**src/lnb_pkg.sv**
```systemverilog
package lnb_pkg;

  // Register indices on both the plain port and the two-wire bus
  localparam logic [7:0] REG_CTRL1  = 8'h00;
  localparam logic [7:0] REG_CTRL2  = 8'h01;
  localparam logic [7:0] REG_STATUS = 8'h03;

  localparam logic [7:0] CTRL1_RST = 8'h08;
  localparam logic [7:0] CTRL2_RST = 8'h09;

  // Field positions
  localparam int C1_BUS_SEL  = 7;
  localparam int C1_CODE_LSB = 1;
  localparam int C1_CODE_MSB = 4;
  localparam int C2_OUT_EN   = 3;
  localparam int ST_OUT_EN   = 0;
  localparam int ST_CODE_LSB = 1;
  localparam int ST_CODE_MSB = 4;
  localparam int ST_BUSY     = 5;

  // Target addresses per strap level
  localparam logic [6:0] ADDR_VCC   = 7'h08;
  localparam logic [6:0] ADDR_FLOAT = 7'h09;
  localparam logic [6:0] ADDR_GND   = 7'h10;
  localparam logic [6:0] ADDR_DIV   = 7'h11;

  typedef enum logic [1:0] {
    STRAP_VCC   = 2'h0,
    STRAP_FLOAT = 2'h1,
    STRAP_GND   = 2'h2,
    STRAP_DIV   = 2'h3
  } lnb_strap_t;

  // Output voltage codes used by pin control
  localparam logic [3:0] CODE_13V4 = 4'h4;
  localparam logic [3:0] CODE_14V6 = 4'h6;
  localparam logic [3:0] CODE_18V2 = 4'hc;
  localparam logic [3:0] CODE_19V4 = 4'he;

  localparam logic [3:0] BYTE_BITS = 4'h8;
  localparam logic [1:0] STRAP_SETTLE = 2'h3;

  typedef struct packed {
    logic       en;
    logic [3:0] code;
  } lnb_level_t;

  // Pins after synchronisation
  typedef struct packed {
    logic [1:0] strap;
    logic       en_pin;
    logic       voltage_select_pin;
    logic       scl;
    logic       sda;
  } lnb_pins_t;

  typedef enum logic [3:0] {
    ST_IDLE      = 4'h0,
    ST_ADDR      = 4'h1,
    ST_ADDR_ACK  = 4'h3,
    ST_REG       = 4'h2,
    ST_REG_ACK   = 4'h6,
    ST_WDATA     = 4'h7,
    ST_WDATA_ACK = 4'h5,
    ST_RDATA     = 4'h4,
    ST_RDATA_ACK = 4'hc,
    ST_SKIP      = 4'hd
  } lnb_state_t;

endpackage
```
**src/lnb_ctrl_top.sv**
```systemverilog
`timescale 1ns/10ps
module lnb_ctrl_top (
  input  wire logic       i_mclk,
  input  wire logic       i_rst,
  input  wire logic       i_scl,
  output logic            o_scl,
  output logic            o_scl_oe_n,
  input  wire logic       i_sda,
  output logic            o_sda,
  output logic            o_sda_oe_n,
  input  wire logic       i_en_pin,
  input  wire logic       i_voltage_select_pin,
  input  wire logic [1:0] i_addr_strap,
  input  wire logic [7:0] i_addr,
  input  wire logic [7:0] i_wdata,
  input  wire logic       i_we,
  input  wire logic       i_re,
  output logic      [7:0] o_rdata,
  output logic            o_out_en,
  output logic      [3:0] o_out_code
);

  typedef struct packed {
    lnb_pkg::lnb_state_t st;
    logic [3:0]          cnt;
    logic [7:0]          sh;
    logic                rw;
    logic [7:0]          ptr;
    logic [7:0]          ctrl1;
    logic [7:0]          ctrl2;
    logic                sda_oe_n;
    logic [7:0]          rdata;
    lnb_pkg::lnb_level_t out;
    logic [6:0]          addr;
    logic [1:0]          settle;
    logic                strap_arm;
    logic                strap_done;
    logic                scl_q;
    logic                sda_q;
  } lnb_top_st_t;

  lnb_top_st_t         top_r;
  lnb_top_st_t         top_nxt;
  lnb_pkg::lnb_pins_t  pins;
  lnb_pkg::lnb_level_t lvl;
  logic                scl_rise;
  logic                scl_fall;
  logic                start_cond;
  logic                stop_cond;
  logic                shifting;
  logic                byte_end;

  // Bus lines idle high, straps and controls arbitrary
  lnb_pin_sync #(
    .W       (6),
    .RST_VAL (6'h03)
  ) u_sync (
    .i_mclk  (i_mclk),
    .i_rst   (i_rst),
    .i_pin   ({i_addr_strap, i_en_pin, i_voltage_select_pin, i_scl, i_sda}),
    .o_level (pins)
  );

  lnb_level_sel u_sel (
    .i_bus_sel  (top_r.ctrl1[lnb_pkg::C1_BUS_SEL]),
    .i_reg_code (top_r.ctrl1[lnb_pkg::C1_CODE_MSB:lnb_pkg::C1_CODE_LSB]),
    .i_reg_en   (top_r.ctrl2[lnb_pkg::C2_OUT_EN]),
    .i_pin_en   (pins.en_pin),
    .i_scl      (pins.scl),
    .i_voltage_select_pin (pins.voltage_select_pin),
    .o_level    (lvl)
  );

  function automatic logic [6:0] strap_addr(input logic [1:0] s);
    logic [6:0] a;
    a = lnb_pkg::ADDR_VCC;
    unique case (lnb_pkg::lnb_strap_t'(s))
      lnb_pkg::STRAP_VCC:   a = lnb_pkg::ADDR_VCC;
      lnb_pkg::STRAP_FLOAT: a = lnb_pkg::ADDR_FLOAT;
      lnb_pkg::STRAP_GND:   a = lnb_pkg::ADDR_GND;
      lnb_pkg::STRAP_DIV:   a = lnb_pkg::ADDR_DIV;
    endcase
    return a;
  endfunction

  // Shared by the plain port and the two-wire read path
  function automatic logic [7:0] rd_mux(input logic [7:0] idx, input lnb_top_st_t s);
    logic [7:0] d;
    d = 8'h00;
    if (idx == lnb_pkg::REG_CTRL1) begin
      d = s.ctrl1;
    end else if (idx == lnb_pkg::REG_CTRL2) begin
      d = s.ctrl2;
    end else if (idx == lnb_pkg::REG_STATUS) begin
      d[lnb_pkg::ST_OUT_EN] = s.out.en;
      d[lnb_pkg::ST_CODE_MSB:lnb_pkg::ST_CODE_LSB] = s.out.code;
      d[lnb_pkg::ST_BUSY] = (s.st != lnb_pkg::ST_IDLE);
    end
    return d;
  endfunction

  assign scl_rise   = pins.scl & ~top_r.scl_q;
  assign scl_fall   = ~pins.scl & top_r.scl_q;
  // Framing comes only from the controller
  assign start_cond = top_r.sda_q & ~pins.sda & pins.scl & top_r.scl_q;
  assign stop_cond  = ~top_r.sda_q & pins.sda & pins.scl & top_r.scl_q;
  assign shifting   = (top_r.st == lnb_pkg::ST_ADDR) || (top_r.st == lnb_pkg::ST_REG) ||
                      (top_r.st == lnb_pkg::ST_WDATA);
  assign byte_end   = scl_fall && (top_r.cnt == lnb_pkg::BYTE_BITS);

  always_comb begin
    top_nxt       = top_r;
    top_nxt.scl_q = pins.scl;
    top_nxt.sda_q = pins.sda;
    top_nxt.out   = lvl;
    top_nxt.rdata = 8'h00;

    // Strap is caught after the filter has settled, never under reset
    // Filter output is valid only one edge after the settle count ends
    if (!top_r.strap_done) begin
      if (top_r.strap_arm) begin
        top_nxt.addr       = strap_addr(pins.strap);
        top_nxt.strap_done = 1'b1;
      end else if (top_r.settle == lnb_pkg::STRAP_SETTLE) begin
        top_nxt.strap_arm = 1'b1;
      end else begin
        top_nxt.settle = top_r.settle + 2'h1;
      end
    end

    if (i_re) begin
      top_nxt.rdata = rd_mux(i_addr, top_r);
    end
    // Plain-port access works whatever the control source
    if (i_we) begin
      if (i_addr == lnb_pkg::REG_CTRL1) begin
        top_nxt.ctrl1 = i_wdata;
      end else if (i_addr == lnb_pkg::REG_CTRL2) begin
        top_nxt.ctrl2 = i_wdata;
      end
    end

    if (shifting && scl_rise) begin
      top_nxt.sh  = {top_r.sh[6:0], pins.sda};
      top_nxt.cnt = top_r.cnt + 4'h1;
    end

    if (!top_r.strap_done) begin
      top_nxt.st       = lnb_pkg::ST_IDLE;
      top_nxt.sda_oe_n = 1'b1;
    end else if (start_cond) begin
      top_nxt.st       = lnb_pkg::ST_ADDR;
      top_nxt.cnt      = 4'h0;
      top_nxt.sda_oe_n = 1'b1;
    end else if (stop_cond) begin
      top_nxt.st       = lnb_pkg::ST_IDLE;
      top_nxt.sda_oe_n = 1'b1;
    end else begin
      unique case (top_r.st)
        lnb_pkg::ST_IDLE, lnb_pkg::ST_SKIP: begin
          top_nxt.sda_oe_n = 1'b1;
        end
        lnb_pkg::ST_ADDR: begin
          if (byte_end) begin
            top_nxt.cnt = 4'h0;
            // General call and 10-bit prefixes never equal a strap address
            if (top_r.sh[7:1] == top_r.addr) begin
              top_nxt.rw       = top_r.sh[0];
              top_nxt.st       = lnb_pkg::ST_ADDR_ACK;
              top_nxt.sda_oe_n = 1'b0;
            end else begin
              top_nxt.st = lnb_pkg::ST_SKIP;
            end
          end
        end
        lnb_pkg::ST_ADDR_ACK: begin
          if (scl_fall) begin
            top_nxt.cnt = 4'h0;
            if (top_r.rw) begin
              top_nxt.st       = lnb_pkg::ST_RDATA;
              top_nxt.sh       = rd_mux(top_r.ptr, top_r);
              top_nxt.sda_oe_n = top_nxt.sh[7];
            end else begin
              top_nxt.st       = lnb_pkg::ST_REG;
              top_nxt.sda_oe_n = 1'b1;
            end
          end
        end
        lnb_pkg::ST_REG: begin
          if (byte_end) begin
            top_nxt.cnt      = 4'h0;
            top_nxt.ptr      = top_r.sh;
            top_nxt.st       = lnb_pkg::ST_REG_ACK;
            top_nxt.sda_oe_n = 1'b0;
          end
        end
        lnb_pkg::ST_REG_ACK, lnb_pkg::ST_WDATA_ACK: begin
          if (scl_fall) begin
            top_nxt.st       = lnb_pkg::ST_WDATA;
            top_nxt.sda_oe_n = 1'b1;
          end
        end
        lnb_pkg::ST_WDATA: begin
          if (byte_end) begin
            // Applied on the falling edge after the last bit; wins over the plain port
            if (top_r.ptr == lnb_pkg::REG_CTRL1) begin
              top_nxt.ctrl1 = top_r.sh;
            end else if (top_r.ptr == lnb_pkg::REG_CTRL2) begin
              top_nxt.ctrl2 = top_r.sh;
            end
            top_nxt.cnt      = 4'h0;
            top_nxt.ptr      = top_r.ptr + 8'h01;
            top_nxt.st       = lnb_pkg::ST_WDATA_ACK;
            top_nxt.sda_oe_n = 1'b0;
          end
        end
        lnb_pkg::ST_RDATA: begin
          if (scl_rise) begin
            top_nxt.cnt = top_r.cnt + 4'h1;
          end
          if (byte_end) begin
            top_nxt.cnt      = 4'h0;
            top_nxt.ptr      = top_r.ptr + 8'h01;
            top_nxt.st       = lnb_pkg::ST_RDATA_ACK;
            top_nxt.sda_oe_n = 1'b1;
          end else if (scl_fall) begin
            top_nxt.sh       = {top_r.sh[6:0], 1'b0};
            top_nxt.sda_oe_n = top_r.sh[6];
          end
        end
        lnb_pkg::ST_RDATA_ACK: begin
          // Controller not-acknowledge ends the read until stop or restart
          if (scl_rise && pins.sda) begin
            top_nxt.st = lnb_pkg::ST_SKIP;
          end else if (scl_fall) begin
            top_nxt.st       = lnb_pkg::ST_RDATA;
            top_nxt.sh       = rd_mux(top_r.ptr, top_r);
            top_nxt.sda_oe_n = top_nxt.sh[7];
          end
        end
        default: begin
          top_nxt.st       = lnb_pkg::ST_IDLE;
          top_nxt.sda_oe_n = 1'b1;
        end
      endcase
    end
  end

  // Only power-on reset clears the registers; nothing else does
  always_ff @(posedge i_mclk or posedge i_rst) begin
    if (i_rst) begin
      top_r            <= '0;
      top_r.st         <= lnb_pkg::ST_IDLE;
      top_r.ctrl1      <= lnb_pkg::CTRL1_RST;
      top_r.ctrl2      <= lnb_pkg::CTRL2_RST;
      top_r.sda_oe_n   <= 1'b1;
      top_r.scl_q      <= 1'b1;
      top_r.sda_q      <= 1'b1;
      top_r.addr       <= lnb_pkg::ADDR_VCC;
    end else begin
      top_r <= top_nxt;
    end
  end

  // Target only: clock line is never pulled, data only low or released
  assign o_scl      = 1'b0;
  assign o_scl_oe_n = 1'b1;
  assign o_sda      = 1'b0;
  assign o_sda_oe_n = top_r.sda_oe_n;
  assign o_rdata    = top_r.rdata;
  assign o_out_en   = top_r.out.en;
  assign o_out_code = top_r.out.code;

endmodule // lnb_ctrl_top

```
**src/lnb_level_sel.sv**
```systemverilog
`timescale 1ns/10ps
module lnb_level_sel (
  input  wire logic       i_bus_sel,
  input  wire logic [3:0] i_reg_code,
  input  wire logic       i_reg_en,
  input  wire logic       i_pin_en,
  input  wire logic       i_scl,
  input  wire logic       i_voltage_select_pin,
  output lnb_pkg::lnb_level_t o_level
);

  always_comb begin
    o_level = '0;
    if (i_bus_sel) begin
      o_level.en   = i_reg_en;
      o_level.code = i_reg_code;
    end else begin
      o_level.en = i_pin_en;
      unique case ({i_scl, i_voltage_select_pin})
        2'b11:   o_level.code = lnb_pkg::CODE_19V4;
        2'b10:   o_level.code = lnb_pkg::CODE_14V6;
        2'b01:   o_level.code = lnb_pkg::CODE_18V2;
        2'b00:   o_level.code = lnb_pkg::CODE_13V4;
      endcase
    end
  end

endmodule // lnb_level_sel

```
**src/lnb_pin_sync.sv**
```systemverilog
`timescale 1ns/10ps
module lnb_pin_sync #(
  parameter int              W       = 1,
  parameter logic [W-1:0]    RST_VAL = '1
) (
  input  wire logic         i_mclk,
  input  wire logic         i_rst,
  input  wire logic [W-1:0] i_pin,
  output logic      [W-1:0] o_level
);

  typedef struct packed {
    logic [W-1:0] s1;
    logic [W-1:0] s2;
    logic [W-1:0] s3;
    logic [W-1:0] q;
  } lnb_sync_st_t;

  lnb_sync_st_t sync_r;
  lnb_sync_st_t sync_nxt;

  if (W < 1) begin : g_chk
    $error("lnb_pin_sync: W must be at least 1");
  end

  // Stage one feeds only stage two; glitch filter looks at stages two and three
  always_comb begin
    sync_nxt    = sync_r;
    sync_nxt.s1 = i_pin;
    sync_nxt.s2 = sync_r.s1;
    sync_nxt.s3 = sync_r.s2;
    for (int b = 0; b < W; b++) begin
      if (sync_r.s2[b] == sync_r.s3[b]) begin
        sync_nxt.q[b] = sync_r.s3[b];
      end
    end
  end

  always_ff @(posedge i_mclk or posedge i_rst) begin
    if (i_rst) begin
      sync_r <= '{s1: RST_VAL, s2: RST_VAL, s3: RST_VAL, q: RST_VAL};
    end else begin
      sync_r <= sync_nxt;
    end
  end

  assign o_level = sync_r.q;

endmodule // lnb_pin_sync

```
**config.mk**
```make
export PLATFORM = sky130hd
export DESIGN_NAME = lnb_ctrl_top
export DESIGN_NICKNAME = d
export VERILOG_FILES = /design/src/lnb_pkg.sv /design/src/lnb_ctrl_top.sv /design/src/lnb_level_sel.sv /design/src/lnb_pin_sync.sv
export SDC_FILE = /design/constraint.sdc
export NUM_CORES = 1
export LEC_CHECK = 0
export BUFFER_PORTS_ARGS = -buffer_cell sky130_fd_sc_hd__buf_4
export CORE_MARGIN = 1
export CORE_UTILIZATION = 53
export CTS_CLUSTER_SIZE = 10
export DETAILED_ROUTE_END_ITERATION = 10
export GPL_TIMING_DRIVEN = 1
export PLACE_DENSITY = 0.75
export RECOVER_POWER = 100
export SYNTH_ARGS = -nofsm -noshare
export SYNTH_HDL_FRONTEND = slang
export SYNTH_SLANG_ARGS = --single-unit
export TNS_END_PERCENT = 20
```
**constraint.sdc**
```tcl
create_clock -name i_mclk -period 2.65 [get_ports i_mclk]
set_clock_uncertainty 0.05 [all_clocks]
set_input_delay 0.265 -clock i_mclk [delete_from_list [all_inputs] [get_ports i_mclk]]
set_output_delay 0.265 -clock i_mclk [all_outputs]
set_load 0.01 [all_outputs]
```
# Word-level counts from Yosys, hierarchy flattened
# Cells that the tools add are included.
[word_totals] out_inout_bits=17 rom_bits=0 mem_count=0 regBits=92 mem_bits_rw=0 latchBits=0
[op_classes] mux=77 n_reduce_logical=20 order_cmp=0 n_shift=0 div=0 n_mul=0 n_eq_ne=43 n_bitwise=17 add_sub_neg=3
[op_table] cell="$mux 8" n=27
[op_table] cell="$mux 37" n=2
[op_table] cell="$mux 16" n=3
[op_table] cell="$pmux 8 s3" n=2
[op_table] cell="$ne 5x5->1 const B" n=8
[op_table] cell="$mux 33" n=1
[op_table] cell="$pmux 4 s8" n=1
[op_table] cell="$mux 4" n=7
[op_table] cell="$pmux 7 s4" n=1
[op_table] cell="$mux 25" n=1
[op_table] cell="$mux 6" n=4
[op_table] cell="$mux 1" n=20
[op_table] cell="$pmux 4 s5" n=1
[op_table] cell="$eq 4x3->1 const B" n=4
[op_table] cell="$eq 8x1->1 const B" n=2
[op_table] cell="$eq 8x2->1 const B" n=2
[op_table] cell="$logic_not 8->1" n=2
[op_table] cell="$pmux 4 s4" n=1
[op_table] cell="$eq 4x4->1 const B" n=3
[op_table] cell="$mux 12" n=1
[op_table] cell="$ne 6x6->1 const B" n=2
[op_table] cell="$eq 2x2->1 const B" n=5
[op_table] cell="$not 1->1" n=9
[op_table] cell="$reduce_and 9->1" n=1
[op_table] cell="28 further kinds" n=50

# Depth between registers and ports, before layout
[logic_depth] word_depth=16 depth_mapped=9

# By module
# From an unflattened synthesis, not the netlist that was laid out.
[unflattened] hier_cells=520 hier_area_um2=5039.8
[modules_own_cells] module="lnb_ctrl_top" area_per_inst_um2=4265.3 cells_per_inst=478 seq_area_each_um2=1610.3 instances=1
[modules_own_cells] module="lnb_pin_sync" area_per_inst_um2=726.9 cells_per_inst=37 seq_area_each_um2=610.6 instances=1
[modules_own_cells] module="lnb_level_sel" area_per_inst_um2=47.5 cells_per_inst=5 seq_area_each_um2=0.0 instances=1

# Worst setup path after synthesis
# OpenSTA, ideal clock, no wires.
[synth_path] kind="register to register" start="register top_r[60] (netlist bit)" end="register top_r[50] (netlist bit)" setup_ns=0.065 period_less_slack_ns=2.019 arrival_time_ns=1.903 path_slack_ns=0.631 path_buffers=2 t_required_ns=2.535 stages_incl_launch_ff=10 cell_sequence="dfrtp_1 inv_1 ha_1 and3b_1 buf_2 a31oi_1 or2_1 clkbuf_1 o41ai_1 a22o_1"
[synth_between] elab_chain_cells=4 elab_cells_between_ends=6 cone_classes="eq/ne: 4; reduce/logical: 2"
[synth_lines] item="start, declared" line_no="lnb_ctrl_top.sv:42" text="lnb_top_st_t top_r;"
[synth_lines] item="start signal, assigned" line_no="lnb_ctrl_top.sv:261" text="top_r <= top_nxt;"
[synth_lines] item="$eq 4x4->1 (*)" line_no="lnb_ctrl_top.sv:109" text="assign byte_end = scl_fall && (top_r.cnt == lnb_pkg::BYTE_BITS);"
[synth_lines] item="$logic_and 1x1->1 (*)" line_no="lnb_ctrl_top.sv:109"
[synth_lines] item="$ne 2x2->1 (no source line)"
[synth_lines] item="$reduce_and 7->1 (no source line) (*)"
# Every way passes the cells marked *; elsewhere a longest branch is shown, timed or not.
# A chain may end at the register's enable or synchronous reset.

# Final worst setup path
[layout_path] start="register top_r[59] (netlist bit)" end="register top_r[66] (netlist bit)"
[layout_between] elab_chain_cells=7
[layout_lines] item="$eq 7x7->1" line_no="lnb_ctrl_top.sv:167" text="if (top_r.sh[7:1] == top_r.addr) begin"
[layout_lines] item="$mux 4" line_no="lnb_ctrl_top.sv:167"
[layout_lines] item="$mux 8" line_no="lnb_ctrl_top.sv:164" text="if (byte_end) begin"
[layout_lines] item="$pmux 4 s8" line_no="lnb_ctrl_top.sv:159" text="unique case (top_r.st)"
[layout_lines] item="$mux 4" line_no="lnb_ctrl_top.sv:155" text="end else if (stop_cond) begin"
[layout_lines] item="$mux 8" line_no="lnb_ctrl_top.sv:151" text="end else if (start_cond) begin"
[layout_lines] item="$mux 4" line_no="lnb_ctrl_top.sv:148" text="if (!top_r.strap_done) begin"
# Every way passes these cells. The select of a mux whose other input is x is not followed.

==> qor_table.md <==
| Result | This run | Unit |
|---|---|---|
| Outcome | finished with violations | - |
| Violations in the final reports | capacitance limit, slew limit | - |
| DIE WIDTH | 98.89 | um |
| Clock latency of the later-clocked register in the worst-skew pair | 360 | ps |
| Storage cell area | 2221 | sq um |
| Post-Syn Area | 4975 | sq um |
| Sequential power share | 0.444 | - |
| Post-cts resize count | 0 | - |
| Number of distinct library cells after synthesis | 80 | - |
| Avg Cell Area, Syn | 9.622 | sq um |
| Async set or reset register ratio after synthesis | 1.000 | - |
| Achievable clock frequency | 398.0 | MHz |
| Total wire length | 11.96 | mm |
| Number of filler instances in the final layout | 755 | - |
| Port bufs | 39 | - |
| Overall die height | 98.89 | um |
| Root Driver | sky130_fd_sc_hd__clkbuf_8 | - |
| Switching part of the total | 0.3749 | - |
| Yosys warning total | 0 | - |
| Leading post-synthesis cells by cell area | sky130_fd_sc_hd__dfrtp_1 (37%), sky130_fd_sc_hd__dfstp_2 (7.9%), sky130_fd_sc_hd__mux2i_1 (5.4%) | - |
| Number of instances in the synthesized netlist | 517 | - |
| Final count of pins violating max slew | 42 | - |
| Starting density of the core | 0.5595 | - |
| Number of synthesized register bits | 88 | - |
| Number of buffers added to fix hold violations after cts | 7 | - |
| Final routed DRC violation total | 0 | - |
| Final setup vio count | 0 | - |
| Worst hold margin | 133.0 | ps |
| Net count reported at finish | 576 | - |
| WP data arrival | 2690 | ps |
| Number of synthesized flops with an enable pin | 0 | - |
| Startpoint type of the worst setup path | register | - |
| Leakage component of the power | 2.331 | nW |
| ANT cells | 0 | - |
| Flip-flop cell with the highest count after synthesis | sky130_fd_sc_hd__dfrtp_1 | - |
| Hold violation count in the final report | 0 | - |
| Sink Count | 88 | - |
| Inserted Clock Buffers | 9 | - |
| Number of antenna violations at the first check in global routing | 0 | - |
| Global-route wire length before repair | 19.83 | mm |
| Fraction of layout cells with a size suffix above 1 | 0.1566 | - |
| Worst hold-check path type | input port to register | - |
| DRC violation total after the first TritonRoute iteration | 512 | - |
| Aggregate global routing overflow | 0 | - |
| Power per Cell Area | 700.6 | nW/um^2 |
| Number of instances on the worst hold path | 3 | - |
| Length of the first detailed-routing pass in iterations | 5 | - |
| GPL Wtd Cong | 0.9740 | - |
| CP required | 2830 | ps |
| Die Outline Area | 9778 | sq um |
| Number of global-route vias before repair | 3925 | - |
| Antenna Violating Nets Remaining | 0 | - |
| Total number of cells along the worst setup path | 5 | - |
| Crit path buffers/inverters | 0 | - |
| Cell taking the most area after synthesis | sky130_fd_sc_hd__dfrtp_1 | - |
| Maximum number of pins on one net before global-route repair | 42 | - |
| Max Cap Viol | 1 | - |
| Wire length per cell after detailed routing | 18.21 | um |
| Peak supply drop | 323.3 | uV |
| Area of combinational cells with multiple inputs | 2389 | sq um |
| Layout area overhead | 9.004 | % |
| Ratio of final minimum period to clock period | 0.9481 | - |
| Minimum clock period after layout | 2512 | ps |
| CTS clock-pin slew for the worst setup and hold paths | 100 | ps |
| Worst-case setup margin in the final layout | 137.6 | ps |
| Half-perimeter wire length after placement | 8.413 | mm |
| Number of standard-cell rows in the floorplan | 34 | - |
| CTS HTree Levels | 3 | - |
| Highest cell delay on the worst timing path | 720 | ps |
| Critical-path cell with the highest stage delay | sky130_fd_sc_hd__nor4_1 | - |
| Sequential area share after synthesis | 0.4464 | - |
| CTS tree | built | - |
| All-Layer GR Usage | 0.2592 | - |
| Unrepaired setup endpoints after global routing | false | - |
| Fraction of synthesized cell area taken by the top area cell type | 0.3672 | - |
| Setup Fix Bufs, Post-CTS | 0 | - |
| Worst R2R Path Depth | 5 | - |
| Slew at the pin with the worst max-slew slack | 1521 | ps |
| Worst max-slew margin expressed relative to the limit | -0.01537 | - |
| Power share of the clock group | 0.243 | - |
| Crit-path max FO | 5 | - |
| Type of the worst setup path | register to register | - |
| Buffers from clock root to sink, at most | 2 | - |
| Worst slack, placed | 265.6 | ps |
| Tot Pwr | 0.003799 | W |
| Io pins | 43 | - |
| Combinational power share | 0.313 | - |
| Post-route setup TNS | 0 | ps |
| Internal power | 0.002375 | W |
| Core area | 8891 | sq um |
| Final core area utilization | 0.6099 | - |
| Power dissipated by switching net loads | 0.001424 | W |
| Series of cell instances along the critical path | or4_1, nor4_1, o2bb2ai_1, nor3_1, a211oi_1 | - |
| Total via count in the routed design | 4081 | - |
| Worst path top cell family by delay | simple AND/OR/NAND/NOR gates | - |
| CP endpoint kind | register | - |
| Via/cell ratio | 6.212 | - |
## worst paths after layout
path	from	to	slack, ps
min in group asynchronous	i_rst	u_sync.o_level[2]$_DFFE_PP0N_	870
max in group asynchronous	i_rst	u_sync.sync_r[7]$_DFF_PP1_	390
max	top_r[59]$_DFF_PP0_	top_r[66]$_DFFE_PP0P_	140
max reg2reg	top_r[59]$_DFF_PP0_	top_r[66]$_DFFE_PP0P_	140
min reg2reg	u_sync.sync_nxt[16]$_DFF_PP0_	u_sync.sync_nxt[10]$_DFF_PP0_	310
min	i_re	o_rdata[6]$_DFF_PP0_	130
## area by class of cell
cell class / instances / share of cell area
clock buffers: 12 / 0.02861
clock inverters: 4 / 0.006691
inverters: 13 / 0.008999
multi-input cells: 368 / 0.4405
flip-flops and latches: 88 / 0.4096
well taps: 108 / 0.02492
repair buffers: 64 / 0.08076
## placed cells by master, fill, tap and decap left out, types with 12 or more instances in the layout
cell type / instances
sky130_fd_sc_hd__nor2_1: 54
sky130_fd_sc_hd__nand2_1: 53
sky130_fd_sc_hd__dfrtp_1: 73
sky130_fd_sc_hd__o21ai_0: 18
sky130_fd_sc_hd__inv_1: 13
sky130_fd_sc_hd__mux2i_1: 27
sky130_fd_sc_hd__o22ai_1: 12
sky130_fd_sc_hd__a21oi_1: 29
sky130_fd_sc_hd__nand3_1: 12
sky130_fd_sc_hd__buf_4: 31
sky130_fd_sc_hd__clkbuf_1: 15
## layer usage
layer	vias to the layer above	part of all wire	track usage
li1	1893	-	-
met1	1967	0.44	0.3628
met2	207	0.47	0.4180
met3	14	0.081	0.04894
met4	0	0.0093	0.06315
met5	-	0	0
## logic make-up (layout without fill, tap and decap cells)
kind of cell	Yosys count	after routing	synth area share
compound gates	120	120	0.1645
xor+xnor	10	10	0.01761
fa+ha+maj	12	12	0.02716
buf+inv	62	93	0.06816
flops	88	88	0.4464
mux	32	32	0.06564
other cells	2	3	0.001510
simple gates	191	191	0.2090
## worst reg2reg max path, cell delays in order, from the launching register on
cell and delay (ps):
sky130_fd_sc_hd__dfrtp_1 440, sky130_fd_sc_hd__or4_1 550, sky130_fd_sc_hd__nor4_1 720, sky130_fd_sc_hd__o2bb2ai_1 220
sky130_fd_sc_hd__nor3_1 290, sky130_fd_sc_hd__a211oi_1 110
## state kept, by name, indices dropped and copies added (netlist names)
signal / cells
o_out_code: 4
o_out_en: 1
o_rdata: 8
o_sda_oe_n: 1
top_r: 50
u_sync.o_level: 6
u_sync.sync_nxt: 12
u_sync.sync_r: 6
## Yosys cell counts, types with 3 or more instances
cell                        count
sky130_fd_sc_hd__a22o_1         4
sky130_fd_sc_hd__clkbuf_1      18
sky130_fd_sc_hd__inv_1         13
sky130_fd_sc_hd__buf_6          4
sky130_fd_sc_hd__buf_2         10
sky130_fd_sc_hd__and2_1         3
sky130_fd_sc_hd__o21ai_0       15
sky130_fd_sc_hd__o221ai_1       4
sky130_fd_sc_hd__and3b_1        3
sky130_fd_sc_hd__maj3_1         6
sky130_fd_sc_hd__a31oi_1        6
sky130_fd_sc_hd__nand2b_1       9
sky130_fd_sc_hd__a221o_1        4
sky130_fd_sc_hd__a211oi_1       5
sky130_fd_sc_hd__dfrtp_1       73
sky130_fd_sc_hd__o31ai_1        3
sky130_fd_sc_hd__mux2i_1       27
sky130_fd_sc_hd__nand3_1       12
sky130_fd_sc_hd__nand2_1       53
sky130_fd_sc_hd__xor2_1         9
sky130_fd_sc_hd__nor2_1        54
sky130_fd_sc_hd__ha_1           6
sky130_fd_sc_hd__mux2_2         4
sky130_fd_sc_hd__dfstp_2       15
sky130_fd_sc_hd__o211ai_1       7
sky130_fd_sc_hd__nor2b_1        7
sky130_fd_sc_hd__nor3_1         6
sky130_fd_sc_hd__and3_1         4
sky130_fd_sc_hd__o21ai_1        4
sky130_fd_sc_hd__a21oi_1       28
sky130_fd_sc_hd__nand4_1        3
sky130_fd_sc_hd__o2bb2ai_1      3
sky130_fd_sc_hd__nor4_2         4
sky130_fd_sc_hd__nand3b_1       5
sky130_fd_sc_hd__o22ai_1       12
sky130_fd_sc_hd__buf_4         17
## through the flow
| stage | cell area, sq um | cells |
|---|---|---|
| final | 5423 | 657 |
| after global routing | 5423 | 657 |
| after CTS | 5527 | 657 |
| after detailed placement | 5265 | 634 |
| after global placement | 5265 | 634 |
| after floorplan | 4979 | 518 |
## power by group through the flow
| stage | Sequential (W) | Clock, W | Combinational (W) |
|---|---|---|---|
| floorplan | 0.00157 | 0 | 0.000975 |
| global placement | 0.00170 | 0 | 0.00117 |
| detailed placement | 0.00171 | 0 | 0.00118 |
| CTS | 0.00169 | 0.000947 | 0.00120 |
| global route | 0.00171 | 0.000994 | 0.00130 |
| finish | 0.00169 | 0.000923 | 0.00119 |
No activity file was read; power rests on OpenSTA's default activity.
